### config.mk
export PLATFORM = sky130hd
export DESIGN_NAME = slave_data_port
export DESIGN_NICKNAME = d
export VERILOG_FILES = /design/src/slave_io_pkg.sv /design/src/input_sync.sv /design/src/safety_input_path.sv /design/src/slave_data_port.sv
export SDC_FILE = /design/constraint.sdc
export NUM_CORES = 1
export LEC_CHECK = 0
export ABC_AREA = 1
export BUFFER_PORTS_ARGS = -buffer_cell sky130_fd_sc_hd__buf_2
export CORE_ASPECT_RATIO = 0.6
export CORE_MARGIN = 8
export CORE_UTILIZATION = 40
export DETAILED_ROUTE_END_ITERATION = 10
export MAX_ROUTING_LAYER = met4
export PLACE_DENSITY = 0.75
export REMOVE_ABC_BUFFERS = 1
export SLEW_MARGIN = 20
export SYNTH_ARGS = -nofsm -noshare
export SYNTH_HDL_FRONTEND = slang
export SYNTH_SLANG_ARGS = --single-unit
### constraint.sdc
create_clock -name clk -period 1.46 [get_ports clk]
set_input_delay 0.365 -clock clk [delete_from_list [all_inputs] [get_ports clk]]
set_output_delay 0.365 -clock clk [all_outputs]
set_load 0.005 [all_outputs]
### src/slave_io_pkg.sv
// shared constants for the slave data port bank and safety path
package slave_io_pkg;
  localparam int          DATA_W        = 4;
  localparam int          BANK_W        = 2;
  localparam int          BIT_I0        = 0;
  localparam int          BIT_I1        = 1;
  localparam int          BIT_I2        = 2;
  localparam int          BIT_I3        = 3;
  localparam logic        BANK_SEL_RST  = 1'h0;
  localparam logic [3:0]  OUT_RST       = 4'h0;
  localparam logic [1:0]  STAGE_RST     = 2'h0;
  localparam logic        BLOCK_RST     = 1'h1;
  localparam int          SYNC_STAGES   = 3;
endpackage : slave_io_pkg

### src/input_sync.sv
// three-stage synchroniser for the input pins, change counted when stages two and three agree
`timescale 1ns/1ps
module input_sync (
  input  wire logic                              clk,
  input  wire logic                              resetn,
  input  wire logic [slave_io_pkg::DATA_W-1:0]   pins,
  output logic      [slave_io_pkg::DATA_W-1:0]   level
);
  logic [slave_io_pkg::DATA_W-1:0] s1;
  logic [slave_io_pkg::DATA_W-1:0] s2;
  logic [slave_io_pkg::DATA_W-1:0] s3;
  logic [slave_io_pkg::DATA_W-1:0] next_level;

  always_comb begin
    next_level = level;
    for (int i = 0; i < slave_io_pkg::DATA_W; i++) begin
      if (s2[i] == s3[i]) begin
        next_level[i] = s3[i];
      end
    end
  end

  always_ff @(posedge clk or negedge resetn) begin
    if (!resetn) begin
      s1    <= '0;
      s2    <= '0;
      s3    <= '0;
      level <= '0;
    end else begin
      s1    <= pins;
      s2    <= s1;
      s3    <= s2;
      level <= next_level;
    end
  end
endmodule : input_sync

### src/safety_input_path.sv
// input inversion, standard path and safety path with the reply selector
`timescale 1ns/1ps
module safety_input_path (
  input  wire logic [3:0] phys_in,
  input  wire logic       joint_invert,
  input  wire logic [3:0] per_input_invert_mask,
  input  wire logic       safety_flag,
  output logic      [3:0] reply_data
);
  logic [3:0] inv;
  logic [3:0] std_path;
  logic [3:0] logical;
  logic [3:0] safe_path;
  logic       not_safety;

  // mask stays on physical pins, so swap follows inversion
  assign inv        = phys_in ^ per_input_invert_mask ^ {4{joint_invert}};
  assign not_safety = ~safety_flag;
  // standard path tied to one so a single stuck selector shows up
  assign std_path   = inv | {4{safety_flag}};
  assign logical    = {inv[2], inv[3], inv[1], inv[0]};
  assign safe_path  = {logical[3:1],
                       logical[0] ^ (logical[1] & logical[2] & logical[3])};
  // one 2:1 selector per bit ahead of the send selector
  assign reply_data = (safe_path & {4{safety_flag}}) | (std_path & {4{not_safety}});
endmodule : safety_input_path

### src/slave_data_port.sv
// slave data port: banked outputs in extended address mode and safety input path
`timescale 1ns/1ps
module slave_data_port (
  input  wire logic       clk,
  input  wire logic       resetn,
  input  wire logic       call_valid,
  input  wire logic       call_is_exchange,
  input  wire logic       call_is_parameter,
  input  wire logic       call_own_address,
  input  wire logic [3:0] call_info,
  input  wire logic       ext_addr_mode,
  input  wire logic       slave_is_b,
  input  wire logic       banked_four_output_flag,
  input  wire logic       safety_flag,
  input  wire logic       sync_io_flag,
  input  wire logic [3:0] input_filter_select,
  input  wire logic       joint_invert,
  input  wire logic [3:0] per_input_invert_mask,
  input  wire logic [3:0] input_pins,
  output logic            output_pin_zero,
  output logic            output_pin_one,
  output logic            output_pin_two,
  output logic            output_pin_three,
  output logic            data_strobe,
  output logic            reply_valid,
  output logic            reply_bit_zero,
  output logic            reply_bit_one,
  output logic            reply_bit_two,
  output logic            reply_bit_three,
  output logic            exchange_blocked
);
  logic [3:0] in_level;
  logic [3:0] reply_data;
  logic [3:0] outputs;
  logic [3:0] next_outputs;
  logic [1:0] staged_low_outputs;
  logic [1:0] next_staged;
  logic       prev_sel;
  logic       next_prev_sel;
  logic       next_blocked;
  logic       next_strobe;
  logic       next_reply_valid;
  logic [3:0] reply;
  logic [3:0] next_reply;
  logic       ab_match;
  logic       exchange_hit;
  logic       banked;
  logic       bank_sel;
  logic       safety_conflict;

  input_sync u_sync (
    .clk    (clk),
    .resetn (resetn),
    .pins   (input_pins),
    .level  (in_level)
  );

  safety_input_path u_safe (
    .phys_in               (in_level),
    .joint_invert          (joint_invert),
    .per_input_invert_mask (per_input_invert_mask),
    .safety_flag           (safety_flag),
    .reply_data            (reply_data)
  );

  assign ab_match = !ext_addr_mode || (call_info[slave_io_pkg::BIT_I3] == slave_is_b);
  assign exchange_hit = call_valid && call_is_exchange && call_own_address
                        && ab_match;
  assign banked   = ext_addr_mode && banked_four_output_flag;
  assign bank_sel = call_info[slave_io_pkg::BIT_I2];
  assign safety_conflict = safety_flag && (sync_io_flag || (|input_filter_select));

  always_comb begin
    next_outputs     = outputs;
    next_staged      = staged_low_outputs;
    next_prev_sel    = prev_sel;
    next_blocked     = exchange_blocked;
    next_strobe      = 1'b0;
    next_reply_valid = 1'b0;
    next_reply       = reply;
    if (call_valid && call_is_parameter && call_own_address && ab_match
        && !safety_conflict) begin
      next_blocked = 1'b0;
    end
    if (safety_conflict) begin
      next_blocked = slave_io_pkg::BLOCK_RST;
    end
    if (exchange_hit && !exchange_blocked) begin
      next_reply_valid = 1'b1;
      next_reply       = reply_data;
      if (banked) begin
        next_prev_sel = bank_sel;
        if (bank_sel) begin
          next_staged = call_info[slave_io_pkg::BIT_I1:slave_io_pkg::BIT_I0];
        end else if (prev_sel) begin
          // both banks issued together on the falling edge of select
          next_outputs = {call_info[slave_io_pkg::BIT_I1:slave_io_pkg::BIT_I0],
                          staged_low_outputs};
          next_strobe  = 1'b1;
        end
      end else begin
        next_outputs = ext_addr_mode ? {outputs[3], call_info[2:0]} : call_info;
        next_strobe  = 1'b1;
      end
    end
  end

  always_ff @(posedge clk or negedge resetn) begin
    if (!resetn) begin
      outputs            <= slave_io_pkg::OUT_RST;
      staged_low_outputs <= slave_io_pkg::STAGE_RST;
      prev_sel           <= slave_io_pkg::BANK_SEL_RST;
      exchange_blocked   <= slave_io_pkg::BLOCK_RST;
      data_strobe        <= 1'b0;
      reply_valid        <= 1'b0;
      reply              <= '0;
    end else begin
      outputs            <= next_outputs;
      staged_low_outputs <= next_staged;
      prev_sel           <= next_prev_sel;
      exchange_blocked   <= next_blocked;
      data_strobe        <= next_strobe;
      reply_valid        <= next_reply_valid;
      reply              <= next_reply;
    end
  end

  assign output_pin_zero  = outputs[0];
  assign output_pin_one   = outputs[1];
  assign output_pin_two   = outputs[2];
  assign output_pin_three = outputs[3];
  assign reply_bit_zero   = reply[0];
  assign reply_bit_one    = reply[1];
  assign reply_bit_two    = reply[2];
  assign reply_bit_three  = reply[3];

  // check-only copy of the inverted pins, the reference for the reply checks
  logic [3:0] in_inverted;
  assign in_inverted = in_level ^ per_input_invert_mask ^ {4{joint_invert}};

  // banked and plain output path
  a_strobe_edge: assert property (
    @(posedge clk) disable iff (!resetn)
    (exchange_hit && !exchange_blocked && banked && !bank_sel && prev_sel)
    |=> data_strobe)
    else $error("strobe missing on select fall");
  a_no_strobe_high: assert property (
    @(posedge clk) disable iff (!resetn)
    (exchange_hit && banked && bank_sel)
    |=> !data_strobe && $stable(outputs))
    else $error("outputs moved on select high");
  a_first_low: assert property (
    @(posedge clk) disable iff (!resetn)
    (exchange_hit && banked && !bank_sel && !prev_sel)
    |=> !data_strobe)
    else $error("strobe without preceding select high");
  a_bank_load: assert property (
    @(posedge clk) disable iff (!resetn)
    data_strobe && $past(banked)
    |-> outputs[1:0] == $past(staged_low_outputs))
    else $error("bank one not from staging");
  a_bank_high: assert property (
    @(posedge clk) disable iff (!resetn)
    (exchange_hit && !exchange_blocked && banked && !bank_sel && prev_sel)
    |=> outputs[3:2] == $past(call_info[slave_io_pkg::BIT_I1:slave_io_pkg::BIT_I0]))
    else $error("bank two not from call bits");
  a_stage_load: assert property (
    @(posedge clk) disable iff (!resetn)
    (exchange_hit && !exchange_blocked && banked && bank_sel)
    |=> staged_low_outputs == $past(call_info[slave_io_pkg::BIT_I1:slave_io_pkg::BIT_I0]))
    else $error("staging not loaded");
  a_stage_hold: assert property (
    @(posedge clk) disable iff (!resetn)
    (exchange_hit && banked && !bank_sel)
    |=> $stable(staged_low_outputs))
    else $error("staging moved on select low");
  a_select_track: assert property (
    @(posedge clk) disable iff (!resetn)
    (exchange_hit && !exchange_blocked && banked)
    |=> prev_sel == $past(bank_sel))
    else $error("toggle detector missed select");
  a_outputs_strobe: assert property (
    @(posedge clk) disable iff (!resetn)
    $changed(outputs)
    |-> data_strobe)
    else $error("outputs changed without strobe");
  a_refused_hold: assert property (
    @(posedge clk) disable iff (!resetn)
    !exchange_hit
    |=> $stable(staged_low_outputs) && $stable(prev_sel) && $stable(outputs))
    else $error("bank state moved without accepted call");
  a_std_strobe: assert property (
    @(posedge clk) disable iff (!resetn)
    (exchange_hit && !exchange_blocked && !banked)
    |=> data_strobe)
    else $error("plain exchange gave no strobe");
  a_std_load: assert property (
    @(posedge clk) disable iff (!resetn)
    (exchange_hit && !exchange_blocked && !ext_addr_mode)
    |=> outputs == $past(call_info))
    else $error("standard outputs not from call");
  a_ext_pin_three: assert property (
    @(posedge clk) disable iff (!resetn)
    (exchange_hit && !exchange_blocked && ext_addr_mode && !banked_four_output_flag)
    |=> $stable(outputs[3]))
    else $error("output three moved in extended mode");

  // reply path
  a_reply_every: assert property (
    @(posedge clk) disable iff (!resetn)
    (exchange_hit && !exchange_blocked)
    |=> reply_valid)
    else $error("no reply");
  a_reply_data: assert property (
    @(posedge clk) disable iff (!resetn)
    (exchange_hit && !exchange_blocked)
    |=> reply == $past(reply_data))
    else $error("reply not all four input bits");
  a_reply_hold: assert property (
    @(posedge clk) disable iff (!resetn)
    !(exchange_hit && !exchange_blocked)
    |=> $stable(reply))
    else $error("reply bits moved without exchange");
  a_reply_source: assert property (
    @(posedge clk) disable iff (!resetn)
    reply_valid
    |-> $past(exchange_hit && !exchange_blocked))
    else $error("reply without accepted call");
  a_wrong_ab: assert property (
    @(posedge clk) disable iff (!resetn)
    (ext_addr_mode && call_info[slave_io_pkg::BIT_I3] != slave_is_b)
    |=> !reply_valid && $stable(prev_sel))
    else $error("other slave call accepted");
  a_not_own_quiet: assert property (
    @(posedge clk) disable iff (!resetn)
    (call_valid && !call_own_address)
    |=> !reply_valid && !data_strobe)
    else $error("foreign address call accepted");
  a_b_slave_hit: assert property (
    @(posedge clk) disable iff (!resetn)
    (call_valid && call_is_exchange && call_own_address && ext_addr_mode
     && call_info[slave_io_pkg::BIT_I3] == slave_is_b && !exchange_blocked)
    |=> reply_valid)
    else $error("own slave call ignored");

  // safety input path
  a_std_forced: assert property (
    @(posedge clk) disable iff (!resetn)
    (!safety_flag && exchange_hit && !exchange_blocked)
    |=> reply == $past(in_inverted))
    else $error("standard path wrong");
  a_std_select: assert property (
    @(posedge clk) disable iff (!resetn)
    !safety_flag
    |-> reply_data == in_inverted)
    else $error("selector not on standard path");
  a_safe_route: assert property (
    @(posedge clk) disable iff (!resetn)
    safety_flag
    |-> reply_data[3:1] == {in_inverted[2], in_inverted[3], in_inverted[1]})
    else $error("safety path not selected");
  a_invert_pins: assert property (
    @(posedge clk) disable iff (!resetn)
    safety_flag
    |-> reply_data[2] == (in_level[3] ^ per_input_invert_mask[3] ^ joint_invert))
    else $error("invert mask not on physical pin");
  a_safe_combine: assert property (
    @(posedge clk) disable iff (!resetn)
    safety_flag
    |-> reply_data[0] == (in_inverted[0] ^ (&in_inverted[3:1])))
    else $error("bit zero combine on path");
  a_safe_bit0: assert property (
    @(posedge clk) disable iff (!resetn)
    (safety_flag && exchange_hit && !exchange_blocked)
    |=> reply[0] == $past(in_inverted[0] ^ (&in_inverted[3:1])))
    else $error("bit zero combine");
  a_safe_swap: assert property (
    @(posedge clk) disable iff (!resetn)
    (safety_flag && exchange_hit && !exchange_blocked)
    |=> reply[3:1] == $past({in_inverted[2], in_inverted[3], in_inverted[1]}))
    else $error("inputs two and three not swapped");

  // exchange block
  a_blocked_quiet: assert property (
    @(posedge clk) disable iff (!resetn)
    exchange_blocked
    |=> !reply_valid && !data_strobe)
    else $error("reply while blocked");
  a_unblock_param: assert property (
    @(posedge clk) disable iff (!resetn)
    (call_valid && call_is_parameter && call_own_address && ab_match && !safety_conflict)
    |=> !exchange_blocked)
    else $error("parameter call did not unblock");
  a_block_sticky: assert property (
    @(posedge clk) disable iff (!resetn)
    (exchange_blocked && !(call_valid && call_is_parameter && call_own_address))
    |=> exchange_blocked)
    else $error("block cleared without parameter call");
  a_strobe_source: assert property (
    @(posedge clk) disable iff (!resetn)
    data_strobe
    |-> $past(exchange_hit && !exchange_blocked))
    else $error("strobe without accepted exchange");
  a_param_no_reply: assert property (
    @(posedge clk) disable iff (!resetn)
    (call_valid && call_is_parameter && !call_is_exchange)
    |=> !reply_valid)
    else $error("parameter call answered as exchange");
  a_conflict_block: assert property (
    @(posedge clk) disable iff (!resetn)
    safety_conflict
    |=> exchange_blocked)
    else $error("conflict did not block");
  a_conflict_quiet: assert property (
    @(posedge clk) disable iff (!resetn)
    (safety_conflict && $past(safety_conflict))
    |=> !reply_valid)
    else $error("reply during safety conflict");

  // main scenarios
  c_bank_event: cover property (@(posedge clk)
    data_strobe && banked);
  c_unblock: cover property (@(posedge clk)
    $fell(exchange_blocked));
  c_safe_reply: cover property (@(posedge clk)
    reply_valid && safety_flag);
  c_plain_strobe: cover property (@(posedge clk)
    data_strobe && !ext_addr_mode);
  c_conflict_hold: cover property (@(posedge clk)
    safety_conflict && exchange_blocked);
endmodule : slave_data_port

# Word-level counts from Yosys, hierarchy flattened
# Index checks and enable logic that the tools add are counted.
[word_totals]
reg_bits = 30
[classes]
n_bitwise = 10
n_mux = 11
eq_ne = 8
n_reduce_logical = 21
[ops]
columns = ["cell", "count"]
rows = [
  ["two-way mux 4 bit", 4],
  ["logical AND 1 bit", 10],
  ["bitwise AND 4 bit", 2],
  ["bitwise OR 4 bit", 2],
  ["bitwise XOR 4 bit", 2],
  ["two-way mux 1 bit", 7],
  ["AND reduction 3 bit", 2],
  ["== test 1 bit", 5],
  ["!= test 2 bit, second input constant", 2],
  ["AND reduction 4 bit", 1],
  ["OR reduction 4 bit", 1],
  ["zero test 1 bit", 3],
  ["bitwise AND 1 bit", 2],
  ["logical OR 1 bit", 2],
  ["!= test 2 x 1 -> 1 bit, second input constant", 1],
  ["AND reduction 2 bit", 1],
  ["nonzero test 2 bit", 1],
  ["inverter 1 bit", 1],
  ["bitwise XOR 1 bit", 1],
]

# Depth between registers and ports, before layout
# Gate-level depths: netlist of the first run.
[depth]
depth_word = 7
ltp_mapped = 10

# Modules after synthesis
# Synthesis of the first run repeated with hierarchy kept, for this count alone.
[unflattened]
cells_unflattened = 169
hier_area_um2 = 1421.4
[modules_own_cells]
columns = ["module", "cells_each", "seq_area_each_um2", "area_per_inst_um2", "n_inst"]
rows = [
  ["slave_data_port", 92, 351.6, 709.4, 1],
  ["input_sync", 32, 400.4, 465.4, 1],
  ["safety_input_path", 45, 0.0, 246.5, 1],
]

# Worst setup path before layout of the first run
# OpenSTA, ideal clock, no wires.
[synth_timing]
path_kind = "reg2reg"
start = "register exchange_blocked"
end = "register prev_sel"
path_stages_with_launch = 8
setup_ns = 0.127
path_buffers = 0
required_time_ns = 1.333
period_less_slack_ns = 1.101
setup_slack_ns = 0.359
t_arrival_ns = 0.973
cell_sequence = "dfstp_2 > inv_1 > nand2_1 > nor2_2 > o21ai_4 > nor2_2 > nand2_2 > o21ai_0"
[synth_via]
elab_chain_cells = 3
[synth_lines]
columns = ["item", "line", "rtl"]
rows = [
  ["from (decl)", "slave_data_port.sv:30", "output logic exchange_blocked"],
  ["from (signal assigned)", "slave_data_port.sv:113", "exchange_blocked <= slave_io_pkg::BLOCK_RST;"],
  ["from (signal assigned)", "slave_data_port.sv:121", "exchange_blocked <= next_blocked;"],
  ["zero test 1 bit", "slave_data_port.sv:88", "if (exchange_hit && !exchange_blocked) begin"],
  ["logical AND 1 bit", "slave_data_port.sv:88", ""],
  ["AND reduction 2 bit (no line)", "n/a", ""],
  ["to (signal assigned)", "slave_data_port.sv:112", "prev_sel <= slave_io_pkg::BANK_SEL_RST;"],
  ["to (signal assigned)", "slave_data_port.sv:120", "prev_sel <= next_prev_sel;"],
  ["to (decl)", "slave_data_port.sv:38", "logic prev_sel;"],
]
# No other way between the ends.
# A chain may end at the register's enable or synchronous reset.

# Worst setup path in the final report of the first run
[layout_timing]
start = "register exchange_blocked"
end = "output exchange_blocked"
# No word-level cell between the ends.

==> metrics.md, run 1 <==
| Metric | Value |
|---|---|
| Status | `finished, final reports clean` |
| Design Power | `1.87 mW` |
| Critical path fanouts, max | `2` |
| Reg2Reg Depth | `7` |
| Post-synthesis cell count | `around 140` |
| Final-stage net count | `~210` |
| Crit-path cells | `buf_2` |
| Drt total wl | `between 2000 and 3000 um` |
| Number of global-route vias before repair | `~1000` |
| Drt initial violations | `56` |
| Syn Area/Cell | `9.33 um2` |
| Synth Register Bits | `30` |
| Largest net degree at the start of global routing | `31` |
| Cell Rows | `15` |
| Max_cap viols | `0` |
| Top delay family on crit path | `flip-flops` |
| Comb pwr share | `0.135` |
| Int Power | `1.40 mW` |
| CP Depth | `1` |
| Core box area | `roughly 2900 um2` |
| First-pass GRT wire length | `4590 um` |
| Antenna fix cells | `0` |
| Power share of the clock group | `0.359` |
| Critical path required time | `1.10 ns` |
| Top post-synthesis cells by count | `nand2_1 (43), dfrtp_1 (29), inv_1 (15)` |
| Synth Flop Type | `dfrtp_1` |
| Lkg Pwr | `0.868 nW` |
| Die Span Y | `between 50 and 60 um` |
| Total negative slack | `0 ns` |
| Clk_lat worst skew | `about 0.28 ns` |
| Routed vias/inst | `roughly 4.7` |
| Routability cong. | `approximately 0.8` |
| Reg power frac | `0.506` |
| Cell Area, Synth | `1270 um2` |
| Synth-to-layout area growth | `26.3%` |
| Htree depth | `2` |
| Fin crit period | `~1.3 ns` |
| I/O Buffers | `38` |
| CP bufs+invs | `1` |
| Via count | `between 1000 and 1500` |
| Antenna violations before repair | `0` |
| CTS Sinks | `30` |
| P per Cell Area | `~1200 nW/um2` |
| Post-synth cell types | `22` |
| DP Area | `between 1500 and 2000 um2` |
| Share of cells above drive strength 1 | `0.319` |
| CTS tree | `built` |
| Postcts setup bufs | `0` |
| Initial Util | `0.431` |
| Count leader, synth | `nand2_1` |
| Post-CTS sizing | `0` |
| CP peak stage delay | `roughly 0.53 ns` |
| Top cell type's share of synthesized area | `0.572` |
| GRT Util Overall | `0.117` |
| Worst-margin pin slew | `roughly 0.65 ns` |
| Post-synth ARST share | `1.00` |
| Critical path arrival | `about 0.91 ns` |
| Pre-CTS setup slack | `between 0.15 and 0.2 ns` |
| Clock Skew | `0.00547 ns` |
| Clock-pin slew on the worst setup and hold paths | `around 0.070 ns` |
| WL/cell | `12.2 um` |
| F_max | `783 MHz` |
| Setup crit start kind | `register` |
| Yosys warns | `0` |
| Max VDD drop | `0.000766 V` |
| DRT antenna net count | `0` |
| Number of flops mapped to enable cells by yosys | `0` |
| GRT overflow | `0` |
| Synth top area cells | `dfrtp_1 (57%), nand2_1 (13%), inv_1 (4.4%)` |
| Final instance area | `about 1600 um2` |
| Final hold vios | `0` |
| Cell taking the most area after synthesis | `dfrtp_1` |
| Post-route setup slack | `between 0.15 and 0.2 ns` |
| Max Slew Vio Count | `0` |
| DP Wirelength | `roughly 2200 um` |
| Kind of end point of the critical path | `output port` |
| Worst slew margin | `0.565` |
| Worst setup path category | `reg -> out` |
| CTS buffer count | `5` |
| Crit. Startpoint | `exchange_blocked$_DFFE_PN1P_` |
| Reg-to-Reg End | `reply[3]$_DFFE_PN0P_` |
| Die area | `5290 um2` |
| Die X | `approximately 89 um` |
| Sw Ratio | `0.254` |
| Clk root buf | `clkbuf_8` |
| Sequential area share after synthesis | `0.593` |
| Fin crit share | `0.875` |
| Final Setup Violations | `0` |
| # IOs | `39` |
| Worst r2r src | `exchange_blocked$_DFFE_PN1P_` |
| Worst Hold Class | `in -> async` |
| RSZ-0062 raised after global routing | `no` |
| CP max stage cell | `dfstp_2` |
| Pre-Repair DR Iteration Count | `4` |
| Hold_buf cts | `0` |
| Clock tree buffer depth | `2` |
| Psw | `approximately 0.47 mW` |
| Reg2reg setup slack | `0.25 ns` |
| # DRC | `0` |
==> how the worst max path moves through the flow <==
stage	end	slack, ns
after floorplan	prev_sel$_DFFE_PN0P_	0.36
after global placement	reply[3]$_DFFE_PN0P_	0.21
after detailed placement	outputs[1]$_DFFE_PN0P_	0.15
after CTS	exchange_blocked	0.17
after global routing	outputs[3]$_DFFE_PN0P_	0.15
final	exchange_blocked	0.18
==> registers in the layout, summed over array words and instances, names as in the netlist <==
register	flops
outputs	4
reply	4
u_sync.level	4
u_sync.s1	4
u_sync.s2	4
u_sync.s3	4
staged_low_outputs	2
data_strobe	1
exchange_blocked	1
prev_sel	1
reply_valid	1
==> layout by cell type, fill, tap and decap left out, drive strengths merged <==
| cell type | synthesis | final |
|---|---|---|
| nand2 | 47 | 47 |
| nor4 | 1 | 1 |
| maj3 | 4 | 4 |
| o22ai | 1 | 1 |
| o21ai | 16 | 16 |
| nor3b | 1 | 1 |
| dfrtp | 29 | 29 |
| clkinv | 0 | 1 |
| nand3 | 9 | 9 |
| dfstp | 1 | 1 |
| inv | 17 | 17 |
| xor2 | 1 | 1 |
| nor2 | 7 | 7 |
| buf | 0 | 38 |
| clkbuf | 0 | 7 |
| or2 | 1 | 1 |
| xnor2 | 1 | 1 |
==> metal layers <==
layer,global-route usage,vias up,wire length [um]
li1,-,519,-
met1,0.144,500,1310
met2,0.171,22,1270
met3,0.0484,2,147
met4,0.0310,0,5
met5,-,-,0
==> final cells by class <==
class                   count  area (um2)
clock inverters             1        5.00
inverters                  17        66.3
well taps                  42        52.6
fillers                   281        1340
repair buffers             38         190
multi-input cells          89         450
clock buffers               7        86.3
flip-flops and latches     30         752
==> stage by stage <==
stage | cells | hold slack, ns | util
2_1_floorplan | 136 | 0.0694 | -
3_3_place_gp | 216 | 0.334 | 0.513
3_5_place_dp | 216 | 0.335 | 0.513
4_1_cts | 224 | 0.135 | 0.544
5_1_grt | 224 | 0.167 | 0.544
6_report | 224 | 0.118 | 0.544
==> cells by family (layout without fill, tap and decap cells) <==
kind of cell / after synthesis / count (layout) / share of synthesized area
xor gates and xnor gates: 2 / 2 / 0.0138
and+or+nand+nor: 66 / 66 / 0.233
adders and majority gates: 4 / 4 / 0.0316
AOI/OAI and AO/OA: 17 / 17 / 0.0769
DFF: 30 / 30 / 0.593
buffers and inverters: 17 / 63 / 0.0523
==> power groups by stage <==
stage,clock network (mW),registers (mW),logic [mW]
final,0.672,0.946,0.252
after global routing,0.732,0.955,0.288
after CTS,0.694,0.947,0.258
after detailed placement,0,0.961,0.258
after global placement,0,0.956,0.244
after floorplan,0,0.957,0.126
Power figures use the tool's default switching activity.
==> run 2, diff against run 1 <==
--- a/config.mk
+++ b/config.mk
@@ -9,10 +9,11 @@
 export BUFFER_PORTS_ARGS = -buffer_cell sky130_fd_sc_hd__buf_2
 export CORE_ASPECT_RATIO = 0.6
 export CORE_MARGIN = 8
-export CORE_UTILIZATION = 40
+export CORE_UTILIZATION = 49
 export DETAILED_ROUTE_END_ITERATION = 10
 export MAX_ROUTING_LAYER = met4
-export PLACE_DENSITY = 0.75
+export PLACE_DENSITY = 0.87
+export RECOVER_POWER = 100
 export REMOVE_ABC_BUFFERS = 1
 export SLEW_MARGIN = 20
 export SYNTH_ARGS = -nofsm -noshare
==> run 2 against run 1 <==
Power down 1.1%. Cell count down 4.5%. Routed wire length down 0.26%. Clock skew up 0.0012 ns. Critical endpoint unchanged. Largest power group unchanged. Fmax up 0.35%. Via count about the same. Worst setup slack better by 0.0045 ns.
==> metrics.md, run 2 (synthesis results as in run 1) <==
| Metric | Value |
|---|---|
| Top delay family on crit path | `flip-flops` |
| Htree depth | `2 (unchanged)` |
| Design Power | `1.85 mW (-1.1%)` |
| Die X | `81.7 um (-7.9%)` |
| CP Depth | `1 (unchanged)` |
| DP Area | `1500 um2 (-0.83%)` |
| Synth-to-layout area growth | `24.0%` |
| Max Slew Vio Count | `0 (unchanged)` |
| Sw Ratio | `0.246 (-0.00722)` |
| Comb pwr share | `0.134 (about the same)` |
| Post-route setup slack | `0.188 ns (+0.00448 ns)` |
| Clk_lat worst skew | `0.27 ns (about the same)` |
| Status | `finished, final reports clean` |
| Final instance area | `1570 um2 (-1.9%)` |
| Lkg Pwr | `0.839 nW (-3.4%)` |
| Post-CTS sizing | `0 (unchanged)` |
| First-pass GRT wire length | `4330 um (-5.7%)` |
| Area of the multi-input gates | `443 um2 (-1.7%)` |
| CTS buffer count | `5 (unchanged)` |
| Crit-path cells | `clkbuf_1` |
| Share of cells above drive strength 1 | `0.264 (-0.0549)` |
| Int Power | `1.39 mW (-0.17%)` |
| Largest net degree at the start of global routing | `31 (unchanged)` |
| Crit. Startpoint | `exchange_blocked$_DFFE_PN1P_` |
| Initial Util | `0.510 (+0.0795)` |
| RSZ-0062 raised after global routing | `no` |
| CP max stage cell | `dfstp_2` |
| Layout Cells excl Fill | `214 (-4.5%)` |
| Kind of end point of the critical path | `output port` |
| Routability cong. | `0.915 (+15%)` |
| Pre-CTS setup slack | `0.120 ns (-0.0301 ns)` |
| Storage cell area | `752 um2 (unchanged)` |
| P per Cell Area | `1180 nW/um2 (+0.76%)` |
| Reg2Reg Depth | `8 (+1)` |
| Clock tree buffer depth | `2 (unchanged)` |
| Fin crit period | `1.27 ns (-0.00448 ns)` |
| Reg-to-Reg End | `staged_low_outputs[0]$_DFFE_PN0P_` |
| Setup crit start kind | `register` |
| Crit path to | `exchange_blocked` |
| Drt total wl | `2720 um (-0.26%)` |
| GRT Util Overall | `0.127 (+0.0102)` |
| Routed vias/inst | `4.88 (+4.8%)` |
| CTS Sinks | `30 (unchanged)` |
| Postcts setup bufs | `0 (unchanged)` |
| # DRC | `0 (unchanged)` |
| Placed insts | `206 (-4.6%)` |
| Pre-Repair DR Iteration Count | `4 (unchanged)` |
| Psw | `0.455 mW (-3.9%)` |
| Worst-margin pin slew | `0.694 ns (+0.0414 ns)` |
| Worst Hold Class | `in -> async` |
| Die Span Y | `55.4 um (-7.1%)` |
| Max VDD drop | `0.000793 V (+3.5%)` |
| Critical path fanouts, max | `2 (unchanged)` |
| Critical path required time | `1.10 ns (about the same)` |
| # IOs | `39 (unchanged)` |
| CTS tree | `built` |
| Number of fillers in the final layout | `199 (-29%)` |
| Power share of the clock group | `0.353 (-0.006)` |
| Fin crit share | `0.872 (-0.00307)` |
| CP bufs+invs | `1 (unchanged)` |
| Final hold vios | `0 (unchanged)` |
| I/O Buffers | `38 (unchanged)` |
| Antenna fix cells | `0 (unchanged)` |
| Reg power frac | `0.513 (+0.007)` |
| Final Setup Violations | `0 (unchanged)` |
| Core box area | `2490 um2 (-16%)` |
| Antenna violations before repair | `0 (unchanged)` |
| Drt initial violations | `42 (-25%)` |
| Final-stage net count | `209 (unchanged)` |
| CP peak stage delay | `0.53 ns (about the same)` |
| Most frequent cells in the layout | `nand2_1 (44), buf_2 (30), dfrtp_1 (29)` |
| Hold_buf cts | `0 (unchanged)` |
| GRT overflow | `0 (unchanged)` |
| Total negative slack | `0 ns (unchanged)` |
| Worst setup path category | `reg -> out` |
| DP Wirelength | `2190 um (+0.73%)` |
| Die area | `4530 um2 (-14%)` |
| Number of global-route vias before repair | `1026 (-2.1%)` |
| Worst slew margin | `0.538 (-0.0276)` |
| Via count | `1044 (+0.096%)` |
| Max_cap viols | `0 (unchanged)` |
| Cell Rows | `14 (-1)` |
| WL/cell | `12.7 um (+4.4%)` |
| Clock Skew | `0.00664 ns (+0.00117 ns)` |
| Reg2reg setup slack | `0.21 ns (-0.04 ns)` |
| Clk root buf | `clkbuf_8` |
| DRT antenna net count | `0 (unchanged)` |
| Worst r2r src | `exchange_blocked$_DFFE_PN1P_` |
| F_max | `786 MHz (+0.35%)` |
| Most common cell after layout, fill and taps aside | `nand2_1` |
| Critical path arrival | `0.91 ns (about the same)` |
| Clock-pin slew on the worst setup and hold paths | `0.06 ns (about the same)` |
-- run 2: power by group through the flow --
| stage | Clock (mW) | Combinational (mW) | Sequential (mW) |
|---|---|---|---|
| after floorplan | 0 | 0.126 | 0.957 |
| after global placement | 0 | 0.241 | 0.958 |
| after detailed placement | 0 | 0.259 | 0.960 |
| after CTS | 0.664 | 0.260 | 0.947 |
| after global routing | 0.709 | 0.282 | 0.956 |
| final | 0.653 | 0.247 | 0.948 |
-- run 2: how the worst min path moves through the flow --
stage | start | endpoint | depth (start not counted)
after floorplan | resetn | data_strobe$_DFF_PN0_ | 0
after global placement | u_sync.s1[1]$_DFF_PN0_ | u_sync.s2[1]$_DFF_PN0_ | 0
after detailed placement | u_sync.s1[1]$_DFF_PN0_ | u_sync.s2[1]$_DFF_PN0_ | 0
after CTS | resetn | outputs[0]$_DFFE_PN0P_ | 1
after global routing | input_pins[1] | u_sync.s1[1]$_DFF_PN0_ | 1
final | resetn | u_sync.s2[2]$_DFF_PN0_ | 1
-- run 2: stage by stage --
stage,utilization,hold slack [ns]
final,0.632,0.128
after global routing,0.632,0.187
after CTS,0.639,0.125
after detailed placement,0.603,0.335
after global placement,0.603,0.334
after floorplan,-,0.0694
-- run 2: final cells by class --
cell class,instances,area share
flip-flops and latches,30,0.478
inverters,17,0.0422
clock buffers,8,0.0573
well taps,32,0.0255
repair buffers,38,0.115
multi-input cells,89,0.282
-- run 2: per-layer routing --
layer | vias up | part of all wire | global-route usage
li1 | 519 | - | -
met5 | - | 0 | -
met2 | 36 | 0.49 | 0.206
met1 | 484 | 0.43 | 0.135
met4 | 0 | 0.013 | 0.0448
met3 | 5 | 0.065 | 0.0532
==> run 3, diff against run 2 <==
--- a/config.mk
+++ b/config.mk
@@ -9,10 +9,11 @@
 export BUFFER_PORTS_ARGS = -buffer_cell sky130_fd_sc_hd__buf_2
 export CORE_ASPECT_RATIO = 0.6
 export CORE_MARGIN = 8
-export CORE_UTILIZATION = 49
+export CORE_UTILIZATION = 53
+export CTS_CLUSTER_SIZE = 20
 export DETAILED_ROUTE_END_ITERATION = 10
 export MAX_ROUTING_LAYER = met4
-export PLACE_DENSITY = 0.87
+export PLACE_DENSITY = 0.92
 export RECOVER_POWER = 100
 export REMOVE_ABC_BUFFERS = 1
 export SLEW_MARGIN = 20
==> constraint.sdc (replaced) <==
create_clock -name clk -period 1.5 [get_ports clk]
set_input_delay 0.375 -clock clk [delete_from_list [all_inputs] [get_ports clk]]
set_output_delay 0.375 -clock clk [all_outputs]
set_load 0.005 [all_outputs]
==> run 3 against run 2 <==
Flip-flop and latch count did not move. Count of clock-buffer cells in the layout fell by 1. Routed wire length rose by 3.3%. Clock skew fell by 0.0034 ns. Power fell by 6.3%.
==> metrics.md, run 3 (synthesis results as in run 1) <==
| Metric | Value |
|---|---|
| Number of fillers in the final layout | `178 (-11%)` |
| Worst-margin pin slew | `0.706 ns (+0.0125 ns)` |
| Post-route setup slack | `0.219 ns (+0.0312 ns)` |
| CTS buffer count | `5 (unchanged)` |
| Critical path required time | `1.65 ns (+0.55 ns)` |
| # DRC | `0 (unchanged)` |
| Share of cells above drive strength 1 | `0.243 (-0.0206)` |
| Max Slew Vio Count | `0 (unchanged)` |
| Lkg Pwr | `0.824 nW (-1.7%)` |
| Clock tree buffer depth | `2 (unchanged)` |
| Top delay family on crit path | `simple AND/OR/NAND/NOR gates` |
| Most used cell, CP | `nand2_1` |
| Total negative slack | `0 ns (unchanged)` |
| Most common cell after layout, fill and taps aside | `nand2_1` |
| CP peak stage delay | `0.37 ns (-0.16 ns)` |
| Area of the multi-input gates | `440 um2 (-0.57%)` |
| Max_cap viols | `0 (unchanged)` |
| CTS tree | `built` |
| Drt total wl | `2810 um (+3.3%)` |
| Status | `finished, final reports clean` |
| P per Cell Area | `1120 nW/um2 (-5.0%)` |
| Max VDD drop | `0.000843 V (+6.3%)` |
| Routability cong. | `0.871 (-4.8%)` |
| Worst slew margin | `0.529 (-0.00836)` |
| Routed vias/inst | `5.04 (+3.4%)` |
| RSZ-0062 raised after global routing | `no` |
| Clock-pin slew on the worst setup and hold paths | `0.06 ns (about the same)` |
| Final Util | `0.701 (+0.0691)` |
| Most frequent cells in the layout | `nand2_1 (44), dfrtp_1 (29), buf_2 (28)` |
| DP Area | `1500 um2 (-0.17%)` |
| Antenna violations before repair | `0 (unchanged)` |
| F_max | `slightly below 800 MHz` |
| GRT overflow | `0 (unchanged)` |
| Critical path fanouts, max | `7 (+5)` |
| Via count | `1064 (+1.9%)` |
| Storage cell area | `752 um2 (unchanged)` |
| GRT Util Overall | `0.146 (+0.0191)` |
| Htree depth | `2 (unchanged)` |
| DP Wirelength | `2190 um (about the same)` |
| First-pass GRT wire length | `4750 um (+9.7%)` |
| Kind of end point of the critical path | `register` |
| Fin crit period | `~1.3 ns` |
| CP max stage cell | `dfstp_2` |
| Postcts setup bufs | `0 (unchanged)` |
| Largest net degree at the start of global routing | `31 (unchanged)` |
| Final hold vios | `0 (unchanged)` |
| Final Setup Violations | `0 (unchanged)` |
| Hold_buf cts | `0 (unchanged)` |
| WL/cell | `13.3 um (+4.7%)` |
| Core box area | `2210 um2 (-11%)` |
| CTS Sinks | `30 (unchanged)` |
| Antenna fix cells | `0 (unchanged)` |
| DRT antenna net count | `0 (unchanged)` |
| Initial Util | `0.574 (+0.0635)` |
| Clock Skew | `0.00326 ns (-0.00339 ns)` |
| Setup crit start kind | `register` |
| Final-stage net count | `209 (unchanged)` |
| Pre-CTS setup slack | `0.193 ns (+0.0726 ns)` |
| Worst Hold Class | `in -> async` |
| Synth-to-layout area growth | `22.3%` |
| Die X | `79.2 um (-3.1%)` |
| Worst setup path category | `reg -> reg` |
| Final instance area | `1550 um2 (-1.4%)` |
| Clk_lat worst skew | `0.26 ns (about the same)` |
| Drt initial violations | `58 (+38%)` |
| Number of global-route vias before repair | `1088 (+6.0%)` |
| Critical path arrival | `1.43 ns (+0.52 ns)` |
| CP bufs+invs | `1 (unchanged)` |
| Pre-Repair DR Iteration Count | `4 (unchanged)` |
| Cell Rows | `13 (-1)` |
| I/O Buffers | `38 (unchanged)` |
| Die Span Y | `53.9 um (-2.7%)` |
| Crit-path cells | `inv_1 -> nand2_1 -> nor2_1 -> o21ai_4 -> nor2_2 -> nand2_1 -> nand2_1 -> o21ai_0` |
| Die area | `4270 um2 (-5.7%)` |
| Fin crit share | `0.854` |
| Post-CTS sizing | `0 (unchanged)` |
| Clk root buf | `clkbuf_8` |
| # IOs | `39 (unchanged)` |
==> run 3: through the flow <==
| stage | cells | power (mW) | hold slack [ns] |
|---|---|---|---|
| floorplan | 136 | 1.05 | 0.0794 |
| global placement | 204 | 1.17 | 0.333 |
| detailed placement | 204 | 1.19 | 0.335 |
| CTS | 211 | 1.77 | 0.142 |
| global route | 211 | 1.84 | 0.205 |
| finish | 211 | 1.73 | 0.154 |
==> run 3: metal layers <==
layer / GRT usage / vias to the layer above / part of all wire
li1: - / 518 / -
met1: 0.170 / 494 / 0.43
met3: 0.0482 / 2 / 0.078
met5: - / - / 0
met4: 0.0366 / 0 / 0.0021
met2: 0.242 / 50 / 0.49
==> run 3: worst register-to-register path, delay by kind of cell (launching register included) <==
kind | cells | cell delay (ns)
DFF | 1 | 0.37
AOI/OAI and AO/OA | 2 | 0.21
and+or+nand+nor | 5 | 0.54
buffers and inverters | 1 | 0.06
==> run 3: path summary, 6_finish.rpt <==
check | from | slack, ns | cells past startpoint | end
setup reg to reg | exchange_blocked$_DFFE_PN1P_ | 0.22 | 8 | staged_low_outputs[1]$_DFFE_PN0P_
min in group clk | input_pins[3] | 0.21 | 1 | u_sync.s1[3]$_DFF_PN0_
hold / removal | resetn | 0.15 | 1 | u_sync.s1[1]$_DFF_PN0_
hold reg to reg | u_sync.s1[1]$_DFF_PN0_ | 0.35 | 0 | u_sync.s2[1]$_DFF_PN0_
setup / recovery | exchange_blocked$_DFFE_PN1P_ | 0.22 | 8 | staged_low_outputs[1]$_DFFE_PN0P_
max in group asynchronous | resetn | 0.90 | 1 | reply[3]$_DFFE_PN0P_
==> run 3: area by class of cell <==
class,count,area share
tap,30,0.0242
multi-input combinational,89,0.284
sequential,30,0.485
timing repair buffer,38,0.115
inverter,17,0.0427
clock buffer,7,0.0492
==> run 3: power breakdown <==
group          internal (mW)  total (mW)  leakage (nW)  switching [mW]
Combinational         0.0997       0.241         0.416           0.142
Sequential             0.881       0.923         0.369          0.0422
Clock                  0.318       0.568        0.0383           0.250
